[src/common/power_clock_pkg.sv]
// constants and types shared by the power and clock manager
// all input clocks arrive as one-cycle ticks synchronous to core_clk
package power_clock_pkg;
    typedef enum logic [1:0] {
        MODE_NORMAL  = 2'b00,
        MODE_IDLE    = 2'b01,
        MODE_STANDBY = 2'b11,
        MODE_SLOW    = 2'b10
    } pwr_mode_e;
    // clock source select codes, shared by system and programmable outputs
    localparam logic [1:0] SRC_MAIN_PLL = 2'h0;
    localparam logic [1:0] SRC_USB_PLL = 2'h1;
    localparam logic [1:0] SRC_MAIN_OSC = 2'h2;
    localparam logic [1:0] SRC_SLOW = 2'h3;
    // master divider select decode
    localparam logic [1:0] MASTER_DIV_SELECT_DIV1 = 2'h0;
    localparam logic [1:0] MASTER_DIV_SELECT_DIV2 = 2'h1;
    localparam logic [1:0] MASTER_DIV_SELECT_DIV4 = 2'h2;
    localparam logic [1:0] MASTER_DIV_SELECT_DIV3 = 2'h3;
    // prescaler field: divide by 2**sel, sel 0..6
    localparam int PRES_W = 3;
    localparam int PRES_CNT_W = 6;
    localparam logic [2:0] PRES_MAX_SEL = 3'h6;
    localparam int FS_DIV_W = 4;
    localparam logic [3:0] FS_DIV_RST = 4'h9;
    localparam logic [1:0] FS_12M_LAST = 2'h3;
    localparam logic [1:0] SRC_RST = 2'h3;
    localparam logic [2:0] PRES_RST = 3'h0;
    localparam logic [1:0] MASTER_DIV_SELECT_RST = 2'h0;
endpackage : power_clock_pkg

[src/hdl/power_clock_manager.sv]
// power and clock manager: derives processor, master, memory, usb and
// peripheral clocks as one-cycle ticks; assumes source ticks are synchronous
// How it works
// - master clock is the prescaled system clock divided by one, two, three or four.
// - memory clock ticks exactly twice per master clock period when the master divider is two, three or four.
// - memory clock is silent while the master divider is one.
// - the full-speed usb divider divides by its field value plus one.
// - the full-speed usb source is the usb pll or the main pll.
// - master select 11 divides by three and 01 divides by two.
// - system source picks main pll, usb pll, oscillator or slow clock, then prescales.
// - idle mode stops the processor clock until an interrupt.
// - slow mode runs processor and peripherals from the slow clock.
// - standby stops the processor until an interrupt, peripherals on slow clock.
// - each peripheral has its own switchable clock at master rate.
// - two programmable clock outputs each pick a source and a prescale.
// - usb pll clock passes straight on as the high-speed host clock.
// - two full-speed host clocks, 48 MHz and 12 MHz, come from the fs divider.
`timescale 1ns/1ps
module power_clock_manager #(
    parameter int NUM_PERIPH = 32
) (
    input wire logic core_clk,
    input wire logic rst_b,
    input wire logic usbPllTick,
    input wire logic mainPllTick,
    input wire logic slowTick,
    input wire logic mainOscTick,
    input wire logic [1:0] sysSrcSel,
    input wire logic [2:0] sysPresSel,
    input wire logic [1:0] masterDivSelect,
    input wire logic fsUsbSrcSel,
    input wire logic [3:0] fsUsbDivider,
    input wire logic [NUM_PERIPH-1:0] periphClkEn,
    input wire logic [1:0] progASrcSel,
    input wire logic [2:0] progAPresSel,
    input wire logic [1:0] progBSrcSel,
    input wire logic [2:0] progBPresSel,
    input wire logic modeReq,
    input wire logic [1:0] modeReqCode,
    input wire logic wakeIrq,
    output logic procClockTick,
    output logic masterClockTick,
    output logic memClockTick,
    output logic hsHostClockTick,
    output logic fsHost48mClockTick,
    output logic fsHost12mClockTick,
    output logic [NUM_PERIPH-1:0] periphClockTick,
    output logic progClockOutA,
    output logic progClockOutB,
    output logic [1:0] modeState
);
    function automatic logic pickSrc(input logic [1:0] sel, input logic pll,
                                     input logic upll, input logic osc, input logic slw);
        case (sel)
            power_clock_pkg::SRC_MAIN_PLL: pickSrc = pll;
            power_clock_pkg::SRC_USB_PLL: pickSrc = upll;
            power_clock_pkg::SRC_MAIN_OSC: pickSrc = osc;
            default: pickSrc = slw;
        endcase
    endfunction : pickSrc

    // last count of a 2**sel divider; selections above 6 clamp to /64
    function automatic logic [5:0] presLast(input logic [2:0] sel);
        logic [2:0] s;
        s = (sel > power_clock_pkg::PRES_MAX_SEL) ? power_clock_pkg::PRES_MAX_SEL : sel;
        presLast = 6'(7'h01 << s) - 6'h01;
    endfunction : presLast

    power_clock_pkg::pwr_mode_e mode_r;
    logic [1:0] sysSrcLat_r;
    logic [2:0] presLat_r;
    logic [5:0] presCnt_r;
    logic pckRaw_r;
    logic [1:0] mdivLat_r;
    logic [1:0] mckCnt_r;
    logic [1:0] mLast;
    logic [1:0] mHalf;
    logic masterFire;
    logic sysSrcTick;
    logic lowPower;
    logic procRun;
    logic fsSrcLat_r;
    logic [3:0] fsDivLat_r;
    logic [3:0] fsCnt_r;
    logic [1:0] fs12Cnt_r;
    logic fsSrcTick;
    logic [1:0] progSrc [2];
    logic [2:0] progPres [2];
    logic [1:0] progTick_r;

    assign lowPower = (mode_r == power_clock_pkg::MODE_SLOW) ||
                      (mode_r == power_clock_pkg::MODE_STANDBY);
    assign procRun = (mode_r == power_clock_pkg::MODE_NORMAL) ||
                     (mode_r == power_clock_pkg::MODE_SLOW);
    assign modeState = mode_r;

    // wake interrupt beats a simultaneous mode request
    always_ff @(posedge core_clk or negedge rst_b) begin
        if (!rst_b) begin
            mode_r <= power_clock_pkg::MODE_NORMAL;
        end else if (wakeIrq && mode_r == power_clock_pkg::MODE_IDLE) begin
            mode_r <= power_clock_pkg::MODE_NORMAL;
        end else if (wakeIrq && mode_r == power_clock_pkg::MODE_STANDBY) begin
            mode_r <= power_clock_pkg::MODE_SLOW;
        end else if (modeReq) begin
            mode_r <= power_clock_pkg::pwr_mode_e'(modeReqCode);
        end
    end

    // system source and prescaler; new settings latched only on wrap, so a
    // stopped old source holds the switch until it ticks up to its prescaler wrap
    assign sysSrcTick = pickSrc(sysSrcLat_r, mainPllTick, usbPllTick, mainOscTick, slowTick);
    always_ff @(posedge core_clk or negedge rst_b) begin
        if (!rst_b) begin
            sysSrcLat_r <= power_clock_pkg::SRC_RST;
            presLat_r <= power_clock_pkg::PRES_RST;
            presCnt_r <= '0;
            pckRaw_r <= 1'b0;
        end else if (sysSrcTick && presCnt_r >= presLast(presLat_r)) begin
            presCnt_r <= '0;
            pckRaw_r <= 1'b1;
            presLat_r <= sysPresSel;
            sysSrcLat_r <= lowPower ? power_clock_pkg::SRC_SLOW : sysSrcSel;
        end else begin
            presCnt_r <= sysSrcTick ? presCnt_r + 6'h01 : presCnt_r;
            pckRaw_r <= 1'b0;
        end
    end

    always_comb begin
        case (mdivLat_r)
            power_clock_pkg::MASTER_DIV_SELECT_DIV2: begin mLast = 2'h1; mHalf = 2'h1; end
            power_clock_pkg::MASTER_DIV_SELECT_DIV3: begin mLast = 2'h2; mHalf = 2'h1; end
            power_clock_pkg::MASTER_DIV_SELECT_DIV4: begin mLast = 2'h3; mHalf = 2'h2; end
            default: begin mLast = 2'h0; mHalf = 2'h0; end
        endcase
    end
    assign masterFire = pckRaw_r && (mckCnt_r >= mLast);

    always_ff @(posedge core_clk or negedge rst_b) begin
        if (!rst_b) begin
            mdivLat_r <= power_clock_pkg::MASTER_DIV_SELECT_RST;
            mckCnt_r <= '0;
        end else if (masterFire) begin
            mckCnt_r <= '0;
            mdivLat_r <= masterDivSelect;
        end else if (pckRaw_r) begin
            mckCnt_r <= mckCnt_r + 2'h1;
        end
    end

    always_ff @(posedge core_clk or negedge rst_b) begin
        if (!rst_b) begin
            procClockTick <= 1'b0;
            masterClockTick <= 1'b0;
            memClockTick <= 1'b0;
            periphClockTick <= '0;
        end else begin
            procClockTick <= pckRaw_r && procRun;
            masterClockTick <= masterFire;
            // for /3 the two ticks are unevenly spaced but the rate is exact
            memClockTick <= pckRaw_r && (mdivLat_r != power_clock_pkg::MASTER_DIV_SELECT_DIV1) &&
                            (mckCnt_r == 2'h0 || mckCnt_r == mHalf);
            periphClockTick <= {NUM_PERIPH{masterFire}} & periphClkEn;
        end
    end

    // usb clocks; hs host clock needs the usb pll running
    assign fsSrcTick = fsSrcLat_r ? mainPllTick : usbPllTick;
    always_ff @(posedge core_clk or negedge rst_b) begin
        if (!rst_b) begin
            hsHostClockTick <= 1'b0;
            fsSrcLat_r <= 1'b0;
            fsDivLat_r <= power_clock_pkg::FS_DIV_RST;
            fsCnt_r <= '0;
            fs12Cnt_r <= '0;
            fsHost48mClockTick <= 1'b0;
            fsHost12mClockTick <= 1'b0;
        end else begin
            hsHostClockTick <= usbPllTick;
            fsHost48mClockTick <= 1'b0;
            fsHost12mClockTick <= 1'b0;
            if (fsSrcTick && fsCnt_r >= fsDivLat_r) begin
                fsCnt_r <= '0;
                fsSrcLat_r <= fsUsbSrcSel;
                fsDivLat_r <= fsUsbDivider;
                fsHost48mClockTick <= 1'b1;
                fs12Cnt_r <= fs12Cnt_r + 2'h1;
                fsHost12mClockTick <= (fs12Cnt_r == power_clock_pkg::FS_12M_LAST);
            end else if (fsSrcTick) begin
                fsCnt_r <= fsCnt_r + 4'h1;
            end
        end
    end

    assign progSrc[0] = progASrcSel;
    assign progSrc[1] = progBSrcSel;
    assign progPres[0] = progAPresSel;
    assign progPres[1] = progBPresSel;

    for (genvar g = 0; g < 2; g++) begin : gProg
        logic [1:0] srcLat_r;
        logic [2:0] presSelLat_r;
        logic [5:0] cnt_r;
        logic srcTick;
        assign srcTick = pickSrc(srcLat_r, mainPllTick, usbPllTick, mainOscTick, slowTick);
        always_ff @(posedge core_clk or negedge rst_b) begin
            if (!rst_b) begin
                srcLat_r <= power_clock_pkg::SRC_RST;
                presSelLat_r <= power_clock_pkg::PRES_RST;
                cnt_r <= '0;
                progTick_r[g] <= 1'b0;
            end else if (srcTick && cnt_r >= presLast(presSelLat_r)) begin
                cnt_r <= '0;
                srcLat_r <= progSrc[g];
                presSelLat_r <= progPres[g];
                progTick_r[g] <= 1'b1;
            end else begin
                cnt_r <= srcTick ? cnt_r + 6'h01 : cnt_r;
                progTick_r[g] <= 1'b0;
            end
        end
    end
    assign progClockOutA = progTick_r[0];
    assign progClockOutB = progTick_r[1];

    property p_idle_stops;
        @(posedge core_clk) disable iff (!rst_b)
        mode_r == power_clock_pkg::MODE_IDLE |=> !procClockTick;
    endproperty
    a_idle_stops: assert property (p_idle_stops) else $error("proc tick in idle");
    property p_idle_wake;
        @(posedge core_clk) disable iff (!rst_b)
        (mode_r == power_clock_pkg::MODE_IDLE && wakeIrq) |=>
            mode_r == power_clock_pkg::MODE_NORMAL;
    endproperty
    a_idle_wake: assert property (p_idle_wake) else $error("idle did not wake");
    property p_standby_wake;
        @(posedge core_clk) disable iff (!rst_b)
        (mode_r == power_clock_pkg::MODE_STANDBY && wakeIrq) |=>
            mode_r == power_clock_pkg::MODE_SLOW;
    endproperty
    a_standby_wake: assert property (p_standby_wake) else $error("standby no wake");
    property p_mem_off_div1;
        @(posedge core_clk) disable iff (!rst_b)
        mdivLat_r == power_clock_pkg::MASTER_DIV_SELECT_DIV1 |=> !memClockTick;
    endproperty
    a_mem_off_div1: assert property (p_mem_off_div1) else $error("mem tick at div1");
    property p_div2_mem;
        @(posedge core_clk) disable iff (!rst_b)
        (pckRaw_r && mdivLat_r == power_clock_pkg::MASTER_DIV_SELECT_DIV2) |=> memClockTick;
    endproperty
    a_div2_mem: assert property (p_div2_mem) else $error("mem tick missing");
    property p_master_div3;
        @(posedge core_clk) disable iff (!rst_b)
        (masterFire && mdivLat_r == power_clock_pkg::MASTER_DIV_SELECT_DIV3 &&
         masterDivSelect == power_clock_pkg::MASTER_DIV_SELECT_DIV3) |=> mckCnt_r == 2'h0 ##0
            (!masterFire [*2]);
    endproperty
    a_master_div3: assert property (p_master_div3) else $error("div3 spacing");
    property p_periph_gate;
        @(posedge core_clk) disable iff (!rst_b)
        periphClockTick[0] |-> ($past(periphClkEn[0]) && masterClockTick);
    endproperty
    a_periph_gate: assert property (p_periph_gate) else $error("periph tick ungated");
    property p_hs_pass;
        @(posedge core_clk) disable iff (!rst_b)
        usbPllTick |=> hsHostClockTick;
    endproperty
    a_hs_pass: assert property (p_hs_pass) else $error("hs tick missing");
    property p_fs12_sub;
        @(posedge core_clk) disable iff (!rst_b)
        fsHost12mClockTick |-> fsHost48mClockTick;
    endproperty
    a_fs12_sub: assert property (p_fs12_sub) else $error("12m without 48m");
    property p_slow_src;
        @(posedge core_clk) disable iff (!rst_b)
        (lowPower && pckRaw_r && $past(lowPower)) |-> sysSrcLat_r == power_clock_pkg::SRC_SLOW;
    endproperty
    a_slow_src: assert property (p_slow_src) else $error("low power not on slow");
endmodule : power_clock_manager

[config.mk]
export PLATFORM = sky130hd
export DESIGN_NAME = power_clock_manager
export DESIGN_NICKNAME = d
export VERILOG_FILES = /design/src/common/power_clock_pkg.sv /design/src/hdl/power_clock_manager.sv
export SDC_FILE = /design/constraint.sdc
export NUM_CORES = 1
export LEC_CHECK = 0
export BUFFER_PORTS_ARGS = -buffer_cell sky130_fd_sc_hd__buf_4
export CAP_MARGIN = 40
export CORE_UTILIZATION = 35
export CTS_CLUSTER_SIZE = 30
export DETAILED_ROUTE_END_ITERATION = 10
export GPL_TIMING_DRIVEN = 0
export PLACE_DENSITY = 0.65
export SYNTH_ARGS = -nofsm -noshare
export SYNTH_HDL_FRONTEND = slang
export SYNTH_SLANG_ARGS = --single-unit
export TNS_END_PERCENT = 20
[constraint.sdc]
create_clock -name core_clk -period 2.15 [get_ports core_clk]
set_clock_uncertainty 0.15 [all_clocks]
set_input_delay 0.3225 -clock core_clk [delete_from_list [all_inputs] [get_ports core_clk]]
set_output_delay 0.3225 -clock core_clk [all_outputs]
set_load 0.01 [all_outputs]
==> summary.md <==
| Metric | Value |
|---|---|
| Outcome | finished, violations left |
| Failing checks | negative setup slack |
| Clk slew on worst S/H paths | 0.06 ns |
| Sinks on the clock net | 91 |
| Final worst slack | -0.105 ns |
| Post-Place Worst Slack | -0.352 ns |
| Syn Std Cell Area | 0.00428 mm2 |
| Mapped Cells | 361 |
| Starting Density | 0.358 |
| Clock Power Share | 0.188 |
| Row Count | 40 |
| Top-count cell post-synth | dfrtp_1 |
| Pins Over Slew Limit | 0 |
| Worst slew margin | 0.588 |
| Critical R2R Capture | gProg[0].presSelLat_r[1] |
| Final min period | 2.25 ns |
| Max IR drop VDD | about 0.6 mV |
| GRT Total Usage | 0.147 |
| Flop2flop setup slack | -0.10 ns |
| Die width | 113 um |
| Seq/Total Area, Yosys | 0.535 |
| Reg power frac | 0.327 |
| TritonCTS clock tree | yes |
| Full die area | ~0.013 mm2 |
| Gpl congestion | ~0.80 |
| Initial antenna violation count | 0 |
| Setup tns final | -0.708 ns |
| Crit path kind | reg -> reg |
| Final setup fails | 15 |
| Register Area | 0.00229 mm2 |
| H-tree depth | 3 |
| P_sw | around 0.003 W |
| Worst-margin pin slew | about 0.6 ns |
| Hold Path End | modeState[0] |
| Leakage power total | 2.95 nW |
| Total of max-cap violations | 0 |
| Commonest cells in the netlist | dfrtp_1, and2_1, ha_1 |
| Routed vias | 3,087 |
| Hold path depth | 2 |
| DRT Pass-1 Iters | 4 |
| Crit. End Element | flip-flop |
| Via-per-instance ratio | between 4 and 5 |
| Worst-case reg-to-reg path depth | 8 |
| Vias in the first global route | 3,144 |
| Final Hold Vio Count | 0 |
| DRC viols | 0 |
| Core box area | roughly 0.012 mm2 |
| Ys flop type | dfrtp_1 |
| Area occupied by multi-input gates | between 0.002 and 0.0025 mm2 |
| Ratio of cells with drive above 1 in the final layout | 0.420 |
| Fill cells | roughly 1,100 |
| Syn avg cell area | 11.8 um2 |
| Critical Path Start Type | flip-flop |
| CTS Buf Count | 9 |
| Input/output buffers | 105 |
| Synth area leader | dfrtp_1 |
| Clk_lat worst skew | 0.34 ns |
| Final HPWL DP | just over 6 mm |
| P&R area growth vs syn | 37.4% |
| Yosys top cell area share | 0.486 |
| Syn Nets | around 460 |
| CP arrival | 2.33 ns |
| Gate power share | 0.485 |
| HP Start | wakeIrq |
| Post-synth EDFFs | 0 |
| DRT iter0 DRCs | 104 |
| Largest net degree at the start of global routing | 49 |
| ANT cells | 0 |
| RSZ-0062 raised after global routing | yes |
| Utilization after layout | 0.491 |
| Largest cells by area after synthesis | dfrtp_1, ha_1, mux2_4, and2_1, dfstp_2 |
| Final Cycle Share | 1.05 |
| Fmax | approximately 440 MHz |
| Die height | roughly 110 um |
| Net count, final | 593 |
| Flops & latches, synth | 91 |
| Total Routed Length | 8.94 mm |
| Sw frac | 0.351 |
| Worst EP required | 2.22 ns |
| # IOs | 106 |
| Pwr/cell area | 1430 mW/mm2 |
| Post-synth ARST share | 1.00 |
| Crit-path max FO | 7 |
| P_int | 0.00547 W |
| Grt total ovfl | 0 |
| Post-route antenna net violation count | 0 |
| Synthesis warning total | 0 |
| Worst Hold Class | in -> reg |
| First-pass GRT wire length | 14.6 mm |
| Post-synth cell types | 42 |
| Wire length per cell | approximately 14 um |
| Clock root buffer | clkbuf_16 |
| Worst r2r src | gProg[0].presSelLat_r[1] |
| Clock Tree Buf Depth | 2 |
## power groups by stage
stage / Sequential, W / Clock (W) / Combinational, W
2_1_floorplan: 0.00276 / 0 / 0.00238
3_3_place_gp: 0.00277 / 0 / 0.00314
3_5_place_dp: 0.00280 / 0 / 0.00328
4_1_cts: 0.00275 / 0.00163 / 0.00374
5_1_grt: 0.00284 / 0.00170 / 0.00456
6_report: 0.00276 / 0.00159 / 0.00409
## layout make-up
| cell class | count | share of cell area |
|---|---|---|
| plain buffers | 9 | 0.0115 |
| clock buffers | 11 | 0.0396 |
| clock inverters | 5 | 0.0102 |
| inverters | 21 | 0.0134 |
| multi-input cells | 238 | 0.342 |
| flip-flops and latches | 91 | 0.390 |
| well taps | 147 | 0.0313 |
| repair buffers | 125 | 0.163 |
## state kept, by name (all words and copies together) (netlist names), 2 cells and up
| register | cells |
|---|---|
| fs12Cnt_r | 2 |
| fsCnt_r | 4 |
| fsDivLat_r | 4 |
| gProg.cnt_r | 12 |
| gProg.presSelLat_r | 6 |
| gProg.srcLat_r | 4 |
| mckCnt_r | 2 |
| mdivLat_r | 2 |
| modeState | 2 |
| periphClockTick | 32 |
| presCnt_r | 6 |
| presLat_r | 3 |
| sysSrcLat_r | 2 |
## worst max-delay path by stage
| stage | from | to | slack, ns | cells past startpoint |
|---|---|---|---|---|
| 3_3_place_gp | presLat_r[1] | presLat_r[1] | -0.28 | 8 |
| 5_1_grt | gProg[0].presSelLat_r[1] | gProg[0].presSelLat_r[1] | -0.19 | 8 |
| 6_report | gProg[0].presSelLat_r[1] | gProg[0].presSelLat_r[1] | -0.10 | 8 |
| 2_1_floorplan | presLat_r[1] | presLat_r[0] | -0.11 | 8 |
| 3_5_place_dp | presLat_r[1] | presLat_r[1] | -0.35 | 8 |
| 4_1_cts | presLat_r[2] | presLat_r[1] | -0.22 | 8 |
## logic make-up (layout without fill, tap and decap cells)
family / after synthesis / count (layout) / share of synthesized area
xor gates and xnor gates: 8 / 8 / 0.0164
DFF: 91 / 91 / 0.535
adders and majority gates: 34 / 34 / 0.0995
buffers and inverters: 32 / 171 / 0.0334
and+or+nand+nor: 110 / 110 / 0.143
AOI/OAI and AO/OA: 64 / 64 / 0.0933
muxes: 22 / 22 / 0.0793
## critical path, cell delays in order (launching register included)
cell      delay (ns)
dfrtp_2         0.44
or3_1           0.36
ha_1            0.28
nand2b_4        0.12
a31oi_4         0.07
o21ai_2         0.14
and2_4          0.16
buf_6           0.12
mux2_4          0.29
## per-stage QoR
stage / instance area [um2] / hold WS, ns / std cells / total power (W)
floorplan: 4300 / -0.123 / 361 / 0.00514
global placement: 5270 / 0.312 / 613 / 0.00591
detailed placement: 5290 / 0.233 / 614 / 0.00609
CTS: 5740 / 0.00853 / 642 / 0.00812
global route: 5880 / 0.0249 / 647 / 0.00910
finish: 5880 / 0.0296 / 647 / 0.00843
## timing repair
action                     CTS  global route
setup buffers               10             7
pin swaps                   11            11
setup endpoints to repair   64            65
hold endpoints to repair    42             0
cloned                       0             0
hold buffers                 2             0
resized for setup           18            29
## placed cells by master (no fill, tap or decap), drive strengths merged, types with 15 or more instances in the layout
cell / count
mux2: 17
nand2: 20
a21oi: 16
o21ai: 26
buf: 131
nor2: 15
dfrtp: 83
and2: 36
inv: 23
ha: 34
## routing by layer
| layer | vias up | GRT usage | share of wire |
|---|---|---|---|
| met5 | - | 0 | 0 |
| met4 | 0 | 0.0729 | 0.019 |
| met3 | 14 | 0.0540 | 0.084 |
| met2 | 106 | 0.234 | 0.47 |
| met1 | 1461 | 0.177 | 0.43 |
| li1 | 1506 | - | - |
Power figures use the tool's default switching activity.
